==> src/rtl/brcu_pkg.sv <==
// brcu_pkg: constants, opcodes and carrier types of the branch-control unit.
// Assumes 16-bit instruction words and a 16-bit program counter.
package brcu_pkg;

  localparam int          BRCU_W            = 16;

  // first-word opcode fields
  localparam int          BRCU_OP_HI        = 15;
  localparam int          BRCU_OP_LO        = 10;
  localparam logic [5:0]  BRCU_OP_COND      = 6'h38;
  localparam logic [5:0]  BRCU_OP_COND_DLY  = 6'h3C;
  localparam int          BRCU_LOOP_HI      = 15;
  localparam int          BRCU_LOOP_LO      = 8;
  localparam logic [7:0]  BRCU_OP_LOOP_DLY  = 8'h7F;
  localparam logic [7:0]  BRCU_OP_LOOP      = 8'h7B;
  localparam int          BRCU_IND_BIT      = 7;
  localparam int          BRCU_MOD_HI       = 6;
  localparam int          BRCU_MOD_LO       = 4;
  localparam logic [2:0]  BRCU_MOD_DEFAULT  = 3'h0;

  // condition fields of the conditional forms
  localparam int          BRCU_TP_HI        = 9;
  localparam int          BRCU_TP_LO        = 8;
  localparam int          BRCU_MASK_HI      = 7;
  localparam int          BRCU_MASK_LO      = 4;
  localparam int          BRCU_VAL_HI       = 3;
  localparam int          BRCU_VAL_LO       = 0;
  localparam int          BRCU_Z            = 3;
  localparam int          BRCU_L            = 2;
  localparam int          BRCU_V            = 1;
  localparam int          BRCU_C            = 0;
  localparam logic [1:0]  BRCU_TP_PIN_LOW   = 2'h0;
  localparam logic [1:0]  BRCU_TP_TC_SET    = 2'h1;
  localparam logic [1:0]  BRCU_TP_TC_CLEAR  = 2'h2;
  localparam logic [1:0]  BRCU_TP_NONE      = 2'h3;

  // sequencing
  localparam logic [15:0] BRCU_PC_STEP      = 16'h0002;
  localparam logic [15:0] BRCU_AUX_DEC      = 16'h0001;
  localparam logic [15:0] BRCU_PC_RESET     = 16'h0000;
  localparam logic [1:0]  BRCU_SLOT_WORDS   = 2'h2;
  localparam logic [1:0]  BRCU_SQUASH_WORDS = 2'h2;

  typedef struct packed {
    logic acc_zero;
    logic acc_neg;
    logic carry;
    logic overflow;
    logic test_control_flag;
  } brcu_flags_type;

  typedef enum logic [3:0] {
    BRCU_IDLE   = 4'h1,
    BRCU_TARGET = 4'h2,
    BRCU_SLOT   = 4'h4,
    BRCU_SQUASH = 4'h8
  } brcu_state_type;

endpackage : brcu_pkg

==> src/rtl/brcu_branch_unit.sv <==
// brcu_branch_unit: decodes the loop and conditional branch forms from the
// in-order instruction word stream, tracks the program counter and redirects it.
// Assumes program memory presents one word per cycle with instr_valid, and
// the datapath supplies the selected auxiliary register and status flags.
//
// Contract
// - loop branch: aux nonzero jumps, else plus two
// - loop branch decrements aux unless other modification
// - delayed loop branch runs two slot words first; plain loop squashes two
// - zero test before decrement: N-1 gives N
// - these branches refuse single-instruction repeat
// - plain branch squashes two words; 4/2 cycles
// - conditional branch: met jumps, else plus two
// - conditions: acc, carry, overflow, test flag, pin
// - several conditions must all hold together
// - test flag and pin never tested together
// - delayed conditional runs two slot words first
// - delayed conditions sampled before slot words
// - after slots jump if met, else continue
// - plain loop taken 4 cycles, not taken 2
`timescale 1ns/10ps

module brcu_branch_unit
  import brcu_pkg::*;
#(
  parameter int W = BRCU_W
) (
  input  wire logic           sys_clk,
  input  wire logic           reset,
  input  wire logic           instr_valid,
  input  wire logic [W-1:0]   instr_word,
  input  wire brcu_flags_type status_flags,
  input  wire logic [W-1:0]   auxiliary_pointer_reg,
  input  wire logic           repeat_active,
  input  wire logic           branch_input_pin,
  output logic [W-1:0]        pc,
  output logic                pc_redirect,
  output logic                word_discard,
  output logic                delay_slot,
  output logic                aux_write,
  output logic [W-1:0]        aux_write_data,
  output logic                repeat_refused,
  output logic                branch_busy
);

  // pin synchroniser
  logic bio_meta_r;
  logic bio_sync_r;

  always_ff @(posedge sys_clk) begin
    if (reset) begin
      bio_meta_r <= 1'b1;
      bio_sync_r <= 1'b1;
    end else begin
      bio_meta_r <= branch_input_pin;
      bio_sync_r <= bio_meta_r;
    end
  end

  // condition evaluation; all selected tests are anded
  function automatic logic cond_met(input logic [W-1:0]   w,
                                    input brcu_flags_type f,
                                    input logic           pin);
    logic [3:0] m;
    logic [3:0] v;
    logic [1:0] tp;
    logic       ok;
    m  = w[BRCU_MASK_HI:BRCU_MASK_LO];
    v  = w[BRCU_VAL_HI:BRCU_VAL_LO];
    tp = w[BRCU_TP_HI:BRCU_TP_LO];
    ok = 1'b1;
    if (m[BRCU_Z] && m[BRCU_L]) begin
      // zl pairs: 11 le, 10 ge, 01 lt, 00 gt
      case ({v[BRCU_Z], v[BRCU_L]})
        2'h3:    ok = ok & (f.acc_zero | f.acc_neg);
        2'h2:    ok = ok & ~f.acc_neg;
        2'h1:    ok = ok & f.acc_neg;
        default: ok = ok & ~f.acc_zero & ~f.acc_neg;
      endcase
    end else if (m[BRCU_Z]) begin
      ok = ok & (f.acc_zero == v[BRCU_Z]);
    end else if (m[BRCU_L]) begin
      ok = ok & (f.acc_neg == v[BRCU_L]);
    end
    if (m[BRCU_V]) begin
      ok = ok & (f.overflow == v[BRCU_V]);
    end
    if (m[BRCU_C]) begin
      ok = ok & (f.carry == v[BRCU_C]);
    end
    // one shared field selects pin or flag, never both
    case (tp)
      BRCU_TP_PIN_LOW:  ok = ok & ~pin;
      BRCU_TP_TC_SET:   ok = ok & f.test_control_flag;
      BRCU_TP_TC_CLEAR: ok = ok & ~f.test_control_flag;
      default:          ok = ok;
    endcase
    return ok;
  endfunction : cond_met

  // decode of the first word
  logic is_cond;
  logic is_cond_dly;
  logic is_loop_dly;
  logic is_loop;
  logic is_branch;
  logic loop_default_mod;

  always_comb begin
    is_cond     = instr_word[BRCU_OP_HI:BRCU_OP_LO] == BRCU_OP_COND;
    is_cond_dly = instr_word[BRCU_OP_HI:BRCU_OP_LO] == BRCU_OP_COND_DLY;
    is_loop_dly = instr_word[BRCU_LOOP_HI:BRCU_LOOP_LO] == BRCU_OP_LOOP_DLY;
    // plain loop form reuses the squash path of the plain branch
    is_loop     = instr_word[BRCU_LOOP_HI:BRCU_LOOP_LO] == BRCU_OP_LOOP;
    is_branch   = is_cond | is_cond_dly | is_loop_dly | is_loop;
    loop_default_mod = ~instr_word[BRCU_IND_BIT]
                     | (instr_word[BRCU_MOD_HI:BRCU_MOD_LO] == BRCU_MOD_DEFAULT);
  end

  // sequencer state
  brcu_state_type state_r;
  brcu_state_type state_nxt;
  logic [W-1:0]   pc_r;
  logic [W-1:0]   pc_nxt;
  logic [W-1:0]   br_addr_r;
  logic [W-1:0]   br_addr_nxt;
  logic [W-1:0]   target_r;
  logic [W-1:0]   target_nxt;
  logic           taken_r;
  logic           taken_nxt;
  logic           delayed_r;
  logic           delayed_nxt;
  logic [1:0]     count_r;
  logic [1:0]     count_nxt;
  logic           redirect_r;
  logic           redirect_nxt;
  logic           discard_r;
  logic           discard_nxt;
  logic           slot_r;
  logic           slot_nxt;
  logic           aux_wr_r;
  logic           aux_wr_nxt;
  logic [W-1:0]   aux_data_r;
  logic [W-1:0]   aux_data_nxt;
  logic           refused_r;
  logic           refused_nxt;

  always_comb begin
    state_nxt    = state_r;
    pc_nxt       = pc_r;
    br_addr_nxt  = br_addr_r;
    target_nxt   = target_r;
    taken_nxt    = taken_r;
    delayed_nxt  = delayed_r;
    count_nxt    = count_r;
    redirect_nxt = 1'b0;
    discard_nxt  = discard_r;
    slot_nxt     = slot_r;
    aux_wr_nxt   = 1'b0;
    aux_data_nxt = aux_data_r;
    refused_nxt  = 1'b0;
    case (state_r)
      BRCU_IDLE: begin
        if (instr_valid) begin
          pc_nxt = pc_r + W'(1);
          if (is_branch) begin
            state_nxt   = BRCU_TARGET;
            br_addr_nxt = pc_r;
            delayed_nxt = is_cond_dly | is_loop_dly;
            // repeat is ignored: the branch runs once
            refused_nxt = repeat_active;
            if (is_loop_dly | is_loop) begin
              // zero test uses the value before the decrement
              taken_nxt = auxiliary_pointer_reg != '0;
              if (loop_default_mod) begin
                aux_wr_nxt   = 1'b1;
                aux_data_nxt = auxiliary_pointer_reg - BRCU_AUX_DEC;
              end
            end else begin
              // flags caught now, so slot words cannot change the outcome
              taken_nxt = cond_met(instr_word, status_flags, bio_sync_r);
            end
          end
        end
      end
      BRCU_TARGET: begin
        if (instr_valid) begin
          target_nxt = instr_word;
          if (delayed_r) begin
            pc_nxt    = pc_r + W'(1);
            state_nxt = BRCU_SLOT;
            count_nxt = BRCU_SLOT_WORDS;
            slot_nxt  = 1'b1;
          end else if (taken_r) begin
            pc_nxt       = instr_word;
            redirect_nxt = 1'b1;
            state_nxt    = BRCU_SQUASH;
            count_nxt    = BRCU_SQUASH_WORDS;
            discard_nxt  = 1'b1;
          end else begin
            pc_nxt    = br_addr_r + BRCU_PC_STEP;
            state_nxt = BRCU_IDLE;
          end
        end
      end
      BRCU_SLOT: begin
        if (instr_valid) begin
          pc_nxt    = pc_r + W'(1);
          count_nxt = count_r - 2'h1;
          if (count_r == 2'h1) begin
            slot_nxt  = 1'b0;
            state_nxt = BRCU_IDLE;
            if (taken_r) begin
              pc_nxt       = target_r;
              redirect_nxt = 1'b1;
            end
          end
        end
      end
      BRCU_SQUASH: begin
        // speculative words after a taken plain branch are dropped
        if (instr_valid) begin
          count_nxt = count_r - 2'h1;
          if (count_r == 2'h1) begin
            discard_nxt = 1'b0;
            state_nxt   = BRCU_IDLE;
          end
        end
      end
      default: begin
        state_nxt   = BRCU_IDLE;
        discard_nxt = 1'b0;
        slot_nxt    = 1'b0;
      end
    endcase
  end

  always_ff @(posedge sys_clk) begin
    if (reset) begin
      state_r    <= BRCU_IDLE;
      pc_r       <= BRCU_PC_RESET;
      br_addr_r  <= BRCU_PC_RESET;
      target_r   <= BRCU_PC_RESET;
      taken_r    <= 1'b0;
      delayed_r  <= 1'b0;
      count_r    <= 2'h0;
      redirect_r <= 1'b0;
      discard_r  <= 1'b0;
      slot_r     <= 1'b0;
      aux_wr_r   <= 1'b0;
      aux_data_r <= '0;
      refused_r  <= 1'b0;
    end else begin
      state_r    <= state_nxt;
      pc_r       <= pc_nxt;
      br_addr_r  <= br_addr_nxt;
      target_r   <= target_nxt;
      taken_r    <= taken_nxt;
      delayed_r  <= delayed_nxt;
      count_r    <= count_nxt;
      redirect_r <= redirect_nxt;
      discard_r  <= discard_nxt;
      slot_r     <= slot_nxt;
      aux_wr_r   <= aux_wr_nxt;
      aux_data_r <= aux_data_nxt;
      refused_r  <= refused_nxt;
    end
  end

  // no flag outputs exist: status bits stay untouched
  assign pc             = pc_r;
  assign pc_redirect    = redirect_r;
  assign word_discard   = discard_r;
  assign delay_slot     = slot_r;
  assign aux_write      = aux_wr_r;
  assign aux_write_data = aux_data_r;
  assign repeat_refused = refused_r;
  // only delayed forms ever set slot_r, so no gate is needed
  assign branch_busy    = slot_r;

endmodule : brcu_branch_unit

==> config.mk <==
export PLATFORM = sky130hd
export DESIGN_NAME = brcu_branch_unit
export DESIGN_NICKNAME = d
export VERILOG_FILES = /design/src/rtl/brcu_pkg.sv /design/src/rtl/brcu_branch_unit.sv
export SDC_FILE = /design/constraint.sdc
export NUM_CORES = 1
export LEC_CHECK = 0
export BUFFER_PORTS_ARGS = -buffer_cell sky130_fd_sc_hd__buf_2
export CAP_MARGIN = 30
export CORE_MARGIN = 3
export CORE_UTILIZATION = 55
export DETAILED_ROUTE_END_ITERATION = 16
export PLACE_DENSITY = 0.86
export RECOVER_POWER = 25
export SLEW_MARGIN = 30
export SYNTH_ARGS = -nofsm -noshare
export SYNTH_HDL_FRONTEND = slang
export SYNTH_SLANG_ARGS = --single-unit
==> constraint.sdc <==
create_clock -name sys_clk -period 2.81 [get_ports sys_clk]
set_clock_uncertainty 0.15 [all_clocks]
set_input_delay 0.562 -clock sys_clk [delete_from_list [all_inputs] [get_ports sys_clk]]
set_output_delay 0.562 -clock sys_clk [all_outputs]
set_load 0.01 [all_outputs]
==> results of run 1 <==
power by group through the flow:
stage               Combinational, mW  Sequential, mW  Clock [mW]
finish                          0.247            1.16       0.844
global route                    0.268            1.16       0.902
CTS                             0.243            1.16       0.849
detailed placement              0.241            1.18           0
global placement                0.234            1.18           0
floorplan                       0.127            1.18           0
worst max-delay path, stage by stage, from the launching register on:
cell,delay (ns)
dfxtp_1,0.55
buf_4,0.25
nand4b_1,0.20
a21boi_0,0.41
buf_4,0.22
nand2_1,0.09
a221oi_1,0.26
a211oi_1,0.11
kinds of logic after synthesis:
kind of cell             Yosys count  share of synthesized area [%]
AO/OA/AOI/OAI                    161                           23.3
flip-flops                        79                           33.5
AND/OR/NAND/NOR                  223                           24.7
buffers and inverters             53                           5.28
adder cells (fa/ha/maj)            8                           2.12
multiplexers                      18                           3.85
XOR/XNOR                          39                           7.24
area by class of cell:
type / instances / area (sq um) / share of cell area, %
clock inverter: 4 / 47.5 / 0.879
multi-input combinational: 449 / 2890 / 53.3
sequential: 79 / 1580 / 29.2
timing repair buffer: 105 / 567 / 10.5
inverter: 16 / 60.1 / 1.11
clock buffer: 10 / 138 / 2.54
tap: 105 / 131 / 2.43
layer usage:
layer	wire length [um]	vias to the layer above
met2	6420	319
met4	511	0
met1	5550	2286
li1	-	2268
met3	1360	62
met5	0	-
cells in the final DEF (no fill, tap or decap), types with 3 or more instances in the layout:
cell	instances
nand3_1	17
and3_1	6
nor3_1	11
a22oi_1	8
a221oi_1	5
buf_4	24
inv_1	15
a311oi_1	3
clkbuf_8	10
o21a_1	3
o221a_2	3
nor4_1	10
a21oi_1	50
nor2_1	64
dfxtp_1	79
xor2_1	21
o31ai_1	3
clkbuf_1	27
o21ai_0	26
nor2_4	3
nand2_1	66
a32o_1	5
ha_1	8
a211oi_1	22
mux2i_1	17
xnor2_1	18
nand4_1	9
o211ai_1	3
buf_2	53
nor2b_1	4
registers in the layout (all words and copies together) (netlist names):
register / count
aux_write_data: 16
br_addr_r: 16
pc: 16
target_r: 16
state_r: 4
count_r: 2
aux_write: 1
bio_meta_r: 1
bio_sync_r: 1
branch_busy: 1
delayed_r: 1
pc_redirect: 1
repeat_refused: 1
taken_r: 1
word_discard: 1
cells in the mapped netlist, types with 10 or more instances:
| library cell | number |
|---|---|
| a211oi_1 | 22 |
| a21oi_1 | 50 |
| buf_2 | 12 |
| clkbuf_1 | 14 |
| dfxtp_1 | 79 |
| inv_1 | 15 |
| mux2i_1 | 17 |
| nand2_1 | 66 |
| nand3_1 | 17 |
| nor2_1 | 64 |
| nor3_1 | 11 |
| nor4_1 | 10 |
| o21ai_0 | 26 |
| xnor2_1 | 18 |
| xor2_1 | 21 |
stage by stage:
stage | hold WS, ns | instances
2_1_floorplan | 0.239 | 581
3_3_place_gp | 0.245 | 754
3_5_place_dp | 0.256 | 754
4_1_cts | 0.225 | 768
5_1_grt | 0.224 | 768
6_report | 0.227 | 768
worst max-delay path by stage:
stage | to | depth (start not counted)
after floorplan | aux_write_data[12] | 7
after global placement | br_addr_r[3] | 8
after detailed placement | br_addr_r[2] | 8
after CTS | pc[5] | 7
after global routing | pc[9] | 5
final | pc[5] | 7
==> key figures, run 1 <==
Run status
  – Status: finished, violations left
  – Failing checks: capacitance limit, slew limit

Clock network
  – Root buffer cell: clkbuf_8
  – TritonCTS sink count: between 70 and 80
  – # resized after CTS: 0
  – CTS buffer count: 9
  – Worst-path clk slew: approximately 0.08 ns
  – TritonCTS clock tree: yes
  – # Post-CTS Setup Buffers: 0
  – H-tree Lvls: 3
  – Clock Latency Late Sink: around 0.36 ns
  – CTS Hold Buffers Added: 0
  – CTS max path bufs: 2

Worst setup path
  – R2r endpoint: pc[5]
  – WS Path Type: flop to flop
  – Crit path required time: 2.82 ns
  – R2R Setup Slk: 0.37 ns
  – CP Capture Type: flop
  – Worst Path Arrival: roughly 2.5 ns
  – Critical-path maximum fanout: 10
  – Worst R2R Path Depth: 7
  – Critical path startpoint: state_r[2]
  – Worst r2r src: state_r[2]
  – Critical Path Source Type: flop

STA
  – Hold Vio Cnt, Final: 0
  – Final setup viols: 0
  – Post-route worst setup slack: between 0.3 and 0.4 ns
  – Relative slew slack: -21.5%
  – Period minus WS final: roughly 2.4 ns
  – F_max: between 400 and 500 MHz
  – Pins Over Slew Limit: 37
  – Worst-Margin Slew: 1.82 ns
  – Setup Total Neg Slack: 0 ns
  – RSZ-0062 raised after global routing: false
  – Final Cycle Share: slightly below 90%

Global route
  – Largest net degree at the start of global routing: 46
  – Vias in the first global route: between 4000 and 5000
  – Total track usage: around 29%
  – Grt ovf: 0
  – Initial antenna violation count: 0
  – GRT busiest layer: met2
  – Met2 Use GR: about 46%
  – Met1 Resource Use GR: a little under two fifths
  – Wire length of the first global-routing pass: about 23 mm
  – GR Layer Usage met3: 6.16%

Pwr
  – Internal: 1.65 mW
  – Pwr dens: about 420 nW/um^2
  – Static leakage: about 1.9 nW
  – Worst vdd ir: between 0.0002 and 0.00025 V
  – Comb pwr share: between 10% and 20%
  – Clk network pwr share: 37.6%
  – Switching Power: slightly below 600 uW
  – Reg power frac: about 51%
  – Switch share: a little over a quarter
  – Total power: about 2.2 mW

Worst hold path
  – WHS Endpoint: bio_meta_r
  – HP Start: branch_input_pin
  – Worst Hold Depth: 2
  – Worst min path class: input pin to flop

Synth
  – Sequential-to-total area share from yosys stat: 33.5%
  – Dominant synthesized flop cell: dfxtp_1
  – Top post-synthesis cells by area: dfxtp_1 (34%), a21oi_1 (5.3%), nand2_1 (5.3%)
  – Synth async-reset ratio: 0%
  – Post-synth EDFFs: 0
  – Synth top area share: between 30 and 40%
  – Cells after Synth: 581
  – Synth Cell Area: around 4700 sq um
  – Post-synthesis cell type count: slightly below 80
  – Yosys warnings: 0
  – Syn avg cell area: just over 8 sq um
  – Mapped Nets: 631
  – Post-synth top area cell: dfxtp_1
  – Yosys reg bits: 79

Die
  – Die Area: slightly below 10000 sq um
  – I/O Pins: 80
  – Initial cell density of the core: a little under three fifths
  – Die height: ~99 um
  – Width of the die: 98.6 um
  – FP Rows: 33
  – Total core area: 8260 sq um

Finish
  – Proportion of layout cells with a drive suffix above 1: about 17%
  – Fill cell count: 726
  – Antenna cells: 0
  – Area delta synth->final: 14.7%
  – Post-route cell area: 5410 sq um
  – Nets: 710
  – Util after Layout: roughly two thirds

Detailed routing
  – Residual DRC: 0
  – 1st-pass router iterations: 6
  – Routed WL: between 10 and 15 mm
  – Vias: 4935
  – Antenna Nets Post-Route: 0
  – Via/cell ratio: between 6 and 7
  – WL per Instance: around 18 um
  – Iter 0 DRT Violations: 470

Job
  – Max-cap viol count: 1

Place
  – PortBufs: between 70 and 80
  – Final GP Congestion: ~0.97
  – Worst slack, placed: between 0.3 and 0.4 ns
  – HPWL reported at the end of detailed placement: ~10 mm
  – Area after DPL: 5260 sq um
Power figures use the tool's default switching activity.
==> run 2: changes to the inputs <==
--- a/config.mk
+++ b/config.mk
@@ -10,6 +10,7 @@
 export CORE_MARGIN = 3
 export CORE_UTILIZATION = 55
 export DETAILED_ROUTE_END_ITERATION = 16
+export MAX_ROUTING_LAYER = met4
 export PLACE_DENSITY = 0.86
 export RECOVER_POWER = 25
 export SLEW_MARGIN = 30
==> constraint.sdc (replaced) <==
create_clock -name sys_clk -period 2.8 [get_ports sys_clk]
set_clock_uncertainty 0.15 [all_clocks]
set_input_delay 0.56 -clock sys_clk [delete_from_list [all_inputs] [get_ports sys_clk]]
set_output_delay 0.56 -clock sys_clk [all_outputs]
set_load 0.01 [all_outputs]
==> run 2 against run 1 <==
  * Critical path type is now input pin to flop
  * The run still ends with capacitance limit, slew limit left
  * Non-clock buffer count down 1
  * Sequential cell count did not move
  * Critical path depth down 3
  * Clock-buffer cell count stayed put
==> key figures, run 2 (synthesized netlist as in run 1, its figures left out) <==
Pwr
  – Clk network pwr share: 36.4% (-1.2 points)
  – Switch share: 28.4% (+1.9 points)
  – Static leakage: 1.90 nW (-1.1%)
  – Pwr dens: 410 nW/um^2 (-1.2%)
  – Internal: 1.58 mW (-4.3%)
  – Switching Power: 627 uW (+5.6%)
  – Worst vdd ir: 0.000325 V (+51%)
  – Comb pwr share: 11.1% (about the same)
  – Reg power frac: 52.5% (+1.1 points)

Place
  – Placed cell count: 753 (-0.13%)
  – Worst slack, placed: 0.279 ns (-0.0563 ns)
  – HPWL reported at the end of detailed placement: 10.3 mm (+4.6%)
  – PortBufs: 79 (unchanged)
  – Final GP Congestion: 0.979 (+1.2%)

Clock network
  – Worst-path clk slew: 0.08 ns (about the same)
  – # Post-CTS Setup Buffers: 0 (unchanged)
  – Root buffer cell: clkbuf_8
  – H-tree Lvls: 3 (unchanged)
  – Clock Latency Late Sink: 0.37 ns (about the same)
  – CTS max path bufs: 2 (unchanged)
  – CTS Hold Buffers Added: 0 (unchanged)
  – TritonCTS clock tree: yes
  – # resized after CTS: 0 (unchanged)
  – TritonCTS sink count: 79 (unchanged)
  – CTS buffer count: 9 (unchanged)

Die
  – Width of the die: 98.6 um (unchanged)
  – Die Area: 9720 sq um (unchanged)
  – I/O Pins: 80 (unchanged)
  – FP Rows: 33 (unchanged)
  – Total core area: 8260 sq um (unchanged)
  – Die height: 98.6 um (unchanged)
  – Initial cell density of the core: 57.1% (unchanged)

Worst setup path
  – Crit-path cells: clkbuf_1 -> clkbuf_1 -> nor2_1 -> o31a_1
  – Critical-path maximum fanout: 35 (+25)
  – WS Path Type: input pin to flop
  – Worst r2r src: state_r[0]
  – R2r endpoint: br_addr_r[14]
  – Crit path buffers/inverters: 2 (unchanged)
  – Worst R2R Path Depth: 5 (-2)
  – CP Capture Type: flop
  – Most frequent cell on the critical path: clkbuf_1
  – Critical path startpoint: reset
  – Worst Path Arrival: 2.63 ns (+0.18 ns)
  – Critical Path Stages: 4 (-3)
  – CP endpoint: pc[6]
  – Critical Path Source Type: input pin
  – Delay of the slowest critical-path stage: 1.17 ns (+0.62 ns)
  – Critical-path top delay cell: clkbuf_1
  – R2R Setup Slk: 0.38 ns (about the same)
  – Crit path required time: 2.89 ns (+0.07 ns)
  – CP top delay family: buffers and inverters

Global route
  – Grt ovf: 0 (unchanged)
  – Total track usage: 29.9% (+0.90 points)
  – Wire length of the first global-routing pass: 22.9 mm (-0.12%)
  – Initial antenna violation count: 0 (unchanged)
  – Largest net degree at the start of global routing: 39 (-15%)
  – Vias in the first global route: 4640 (-1.8%)

STA
  – RSZ-0062 raised after global routing: false
  – Worst-Margin Slew: 1.52 ns (-0.298 ns)
  – WHS: 0.235 ns (+0.00771 ns)
  – F_max: 395 MHz
  – Final setup viols: 0 (unchanged)
  – Period minus WS final: ~2.5 ns
  – Post-route worst setup slack: 0.266 ns (-0.106 ns)
  – Final Cycle Share: around nine tenths
  – Relative slew slack: -1.65% (+20 points)
  – Pins Over Slew Limit: 36 (-2.7%)
  – Hold Vio Cnt, Final: 0 (unchanged)
  – Setup Total Neg Slack: 0 ns (unchanged)

Finish
  – Commonest non-fill, non-tap cells in the layout: dfxtp_1 (79), nand2_1 (66), nor2_1 (64)
  – Util after Layout: 65.2% (-0.29 points)
  – Post-route insts no fill: 769 (+0.13%)
  – Antenna cells: 0 (unchanged)
  – Proportion of layout cells with a drive suffix above 1: 17.3% (-0.18 points)
  – Most common cell after layout, fill and taps aside: dfxtp_1
  – Fill cell count: 699 (-3.7%)
  – Area delta synth->final: 14.2%
  – Nets: 709 (-0.14%)

Detailed routing
  – Via/cell ratio: 6.47 (+0.68%)
  – Antenna Nets Post-Route: 0 (unchanged)
  – WL per Instance: 18.7 um (+3.8%)
  – Routed WL: 14.4 mm (+3.9%)
  – Residual DRC: 0 (unchanged)
  – 1st-pass router iterations: 8 (+2)
  – Iter 0 DRT Violations: 465 (-1.1%)
  – Vias: 4975 (+0.81%)

Job
  – Max-cap viol count: 1 (unchanged)

Run status
  – Status: finished, violations left
  – Failing checks: capacitance limit, slew limit

Worst hold path
  – Worst min path class: input pin to flop
-- run 2: cell type report --
cell class	instances	area, sq um	area share, %
multi-input combinational	449	2890	53.6
sequential	79	1580	29.4
timing repair buffer	104	544	10.1
clock buffer	10	138	2.55
tap	105	131	2.44
inverter	16	60.1	1.11
clock inverter	6	46.3	0.859
-- run 2: routing by layer --
metal / part of all wire [%] / global-route usage (%)
met5: 0 / -
met4: 4.0 / 12.9
met3: 11 / 6.72
met2: 47 / 46.3
met1: 39 / 37.6
-- run 2: through the flow --
step           instance area, sq um  total power, mW
6_report                       5390             2.21
5_1_grt                        5390             2.26
2_1_floorplan                  4720             1.31
3_3_place_gp                   5240             1.42
4_1_cts                        5430             2.21
3_5_place_dp                   5240             1.42
-- run 2: worst min-delay path by stage --
stage,end,startpoint,slack [ns],cells past startpoint
after floorplan,bio_sync_r,bio_meta_r,0.24,1
after global placement,bio_sync_r,bio_meta_r,0.25,1
after detailed placement,bio_sync_r,bio_meta_r,0.27,1
after CTS,bio_meta_r,branch_input_pin,0.23,2
after global routing,bio_meta_r,branch_input_pin,0.24,2
final,bio_meta_r,branch_input_pin,0.24,2
-- run 2: power by group through the flow --
stage	clock network [mW]	logic (mW)	registers (mW)
after detailed placement	0	0.239	1.19
after global routing	0.836	0.264	1.16
after floorplan	0	0.127	1.19
after CTS	0.811	0.242	1.16
final	0.805	0.245	1.16
after global placement	0	0.231	1.19
==> run 3: changes to the inputs <==
--- a/config.mk
+++ b/config.mk
@@ -5,6 +5,7 @@
 export SDC_FILE = /design/constraint.sdc
 export NUM_CORES = 1
 export LEC_CHECK = 0
+export ABC_AREA = 1
 export BUFFER_PORTS_ARGS = -buffer_cell sky130_fd_sc_hd__buf_2
 export CAP_MARGIN = 30
 export CORE_MARGIN = 3
==> run 3 against run 2 <==
  * The run now ends clean
  * Power increased by 22%
  * Largest cell class unchanged
  * First-iteration DRC count increased by 3.9%
  * Combinational power increased by 130%
  * Clock-buffer cell count grew 2
  * Final cell count grew 24%
  * Wire length fell by 3.5%
  * Synthesized area grew 5.7%
  * Clock power increased by 8.3%
  * Sequential share of layout area down 0.94 points
==> key figures, run 3 <==
Run status
  – Status: finished clean

Pwr
  – Static leakage: 2.35 nW (+24%)
  – Pwr dens: 486 nW/um^2 (+19%)
  – Comb pwr share: 20.9% (+9.8 points)
  – Reg power frac: 46.9% (-5.6 points)
  – Internal: 1.82 mW (+15%)
  – Worst vdd ir: 0.000472 V (+45%)
  – Switching Power: 888 uW (+42%)
  – Clk network pwr share: 32.2% (-4.2 points)
  – Switch share: 32.8% (+4.4 points)

Clock network
  – CTS Hold Buffers Added: 0 (unchanged)
  – CTS max path bufs: 2 (unchanged)
  – # resized after CTS: 0 (unchanged)
  – Worst-path clk slew: 0.08 ns (about the same)
  – H-tree Lvls: 3 (unchanged)
  – CTS buffer count: 9 (unchanged)
  – TritonCTS clock tree: yes
  – # Post-CTS Setup Buffers: 0 (unchanged)
  – TritonCTS sink count: 79 (unchanged)
  – Clock Latency Late Sink: 0.35 ns (-0.02 ns)
  – Root buffer cell: clkbuf_8

STA
  – F_max: 451 MHz (+14%)
  – RSZ-0062 raised after global routing: false
  – Pins Over Slew Limit: 0 (-100%)
  – Final Cycle Share: 79.2% (-11 points)
  – Worst-Margin Slew: 1.25 ns (-0.273 ns)
  – Final setup viols: 0 (unchanged)
  – Relative slew slack: 16.5% (+18 points)
  – Hold Vio Cnt, Final: 0 (unchanged)
  – Post-route worst setup slack: 0.583 ns (+0.317 ns)
  – Setup Total Neg Slack: 0 ns (unchanged)
  – Period minus WS final: 2.22 ns (-0.317 ns)

Worst setup path
  – Critical-path maximum fanout: 24 (-31%)
  – Worst Path Arrival: 2.32 ns (-0.31 ns)
  – Crit path required time: 2.90 ns (about the same)
  – WS Path Type: input pin to flop
  – Worst R2R Path Depth: 6 (+1)
  – Critical Path Source Type: input pin
  – CP Capture Type: flop

Synth
  – Syn avg cell area: 6.48 sq um (-20%)
  – Synth top cells by count: nand2_1 (153), nor2_1 (114), inv_1 (83)
  – Mapped Nets: 819 (+30%)
  – Post-synthesis cell type count: 39 (-51%)
  – Synth top area share: 31.7% (-1.8 points)
  – Synth Cell Area: 4980 sq um (+5.7%)
  – Post-synth EDFFs: 0 (unchanged)
  – Yosys warnings: 0 (unchanged)
  – Top post-synthesis cells by area: dfxtp_1 (32%), nand2_1 (12%), nor2_1 (8.6%)
  – Synth async-reset ratio: 0% (unchanged)
  – Sequential-to-total area share from yosys stat: 31.7% (-1.8 points)
  – Yosys reg bits: 79 (unchanged)
  – Cells after Synth: 769 (+32%)
  – Most numerous cell in the Yosys netlist: nand2_1
  – Post-synth top area cell: dfxtp_1
  – Dominant synthesized flop cell: dfxtp_1

Die
  – Width of the die: 101 um (+2.6%)
  – I/O Pins: 80 (unchanged)
  – Die height: 101 um (+2.6%)
  – Total core area: 8760 sq um (+6.1%)
  – Die Area: 10200 sq um (+5.3%)
  – FP Rows: 34 (+3.0%)
  – Initial cell density of the core: 56.9% (-0.24 points)

Detailed routing
  – Via/cell ratio: 5.63 (-13%)
  – Vias: 5358 (+7.7%)
  – 1st-pass router iterations: 6 (-2)
  – Residual DRC: 0 (unchanged)
  – Antenna Nets Post-Route: 0 (unchanged)
  – Routed WL: 13.9 mm (-3.5%)
  – WL per Instance: 14.6 um (-22%)
  – Iter 0 DRT Violations: 483 (+3.9%)

Place
  – Worst slack, placed: 0.550 ns (+0.271 ns)
  – HPWL reported at the end of detailed placement: 10.5 mm (+1.2%)
  – Final GP Congestion: 1.00 (+2.2%)
  – PortBufs: 79 (unchanged)

Global route
  – Initial antenna violation count: 0 (unchanged)
  – Total track usage: 28.4% (-1.5 points)
  – Grt ovf: 0 (unchanged)
  – Largest net degree at the start of global routing: 36 (-7.7%)
  – Wire length of the first global-routing pass: 22.7 mm (-1.1%)
  – Vias in the first global route: 4822 (+3.9%)

Finish
  – Area delta synth->final: 11.7%
  – Commonest non-fill, non-tap cells in the layout: nand2_1 (153), nor2_1 (114), inv_1 (83)
  – Proportion of layout cells with a drive suffix above 1: 13.5% (-3.8 points)
  – Most common cell after layout, fill and taps aside: nand2_1
  – Antenna cells: 0 (unchanged)
  – Nets: 889 (+25%)

Worst hold path
  – Worst min path class: input pin to flop
  – Worst Hold Depth: 2 (unchanged)

Job
  – Max-cap viol count: 0 (-1)
run 3: cell types whose count changed in the layout (fill, tap and decap cells not counted), moves of 17 or more:
cell	delta
buf_4	-20
nand3_1	+39
nand2_1	+87
inv_1	+68
nor2_1	+50
a211oi_1	-19
o21ai_1	+25
a21oi_1	+21
o21ai_0	+20
mux2i_1	-17
run 3: critical path: stages:
cell and delay (ns):
clkbuf_1 0.90, inv_1 0.15, clkbuf_1 0.41, o2111ai_1 0.24
inv_1 0.06
run 3: per-layer routing:
layer | track usage, % | vias up | part of all wire [%]
li1 | - | 2662 | -
met1 | 37.0 | 2390 | 43
met2 | 43.1 | 261 | 46
met3 | 5.72 | 45 | 8.1
met4 | 11.6 | 0 | 3.3
met5 | - | - | 0
run 3: path summary, 6_finish.rpt:
check | to | slack (ns) | start
max reg2reg | count_r[1] | 0.67 | delayed_r
min reg2reg | bio_sync_r | 0.30 | bio_meta_r
max | state_r[1] | 0.58 | reset
min | bio_meta_r | 0.23 | branch_input_pin
run 3: power by group through the flow:
stage / registers [mW] / logic [mW] / clock network (mW)
finish: 1.27 / 0.565 / 0.872
global route: 1.28 / 0.639 / 0.932
CTS: 1.27 / 0.561 / 0.889
detailed placement: 1.29 / 0.557 / 0
global placement: 1.29 / 0.549 / 0
floorplan: 1.28 / 0.376 / 0
run 3: metrics by stage:
| stage | utilization, % | area, sq um | power (mW) | hold WS [ns] | std cells |
|---|---|---|---|---|---|
| 4_1_cts | 64.0 | 5610 | 2.72 | 0.221 | 952 |
| 3_5_place_dp | 61.7 | 5410 | 1.85 | 0.274 | 936 |
| 2_1_floorplan | - | 4980 | 1.66 | 0.239 | 769 |
| 3_3_place_gp | 61.7 | 5410 | 1.84 | 0.267 | 936 |
| 5_1_grt | 63.5 | 5570 | 2.85 | 0.217 | 952 |
| 6_report | 63.5 | 5570 | 2.71 | 0.230 | 952 |
run 3: logic make-up after synthesis:
family	share of synthesized area, %
simple gates	33.3
compound gates	19.1
buf+inv	10.1
flops	31.7
xor+xnor	3.69
fa+ha+maj	2.01
run 3: layout make-up:
| type | instances | area [sq um] |
|---|---|---|
| tap | 108 | 135 |
| clock inverter | 4 | 53.8 |
| multi-input combinational | 571 | 2900 |
| fill | 886 | 3200 |
| sequential | 79 | 1580 |
| clock buffer | 12 | 145 |
| timing repair buffer | 85 | 402 |
| inverter | 93 | 352 |
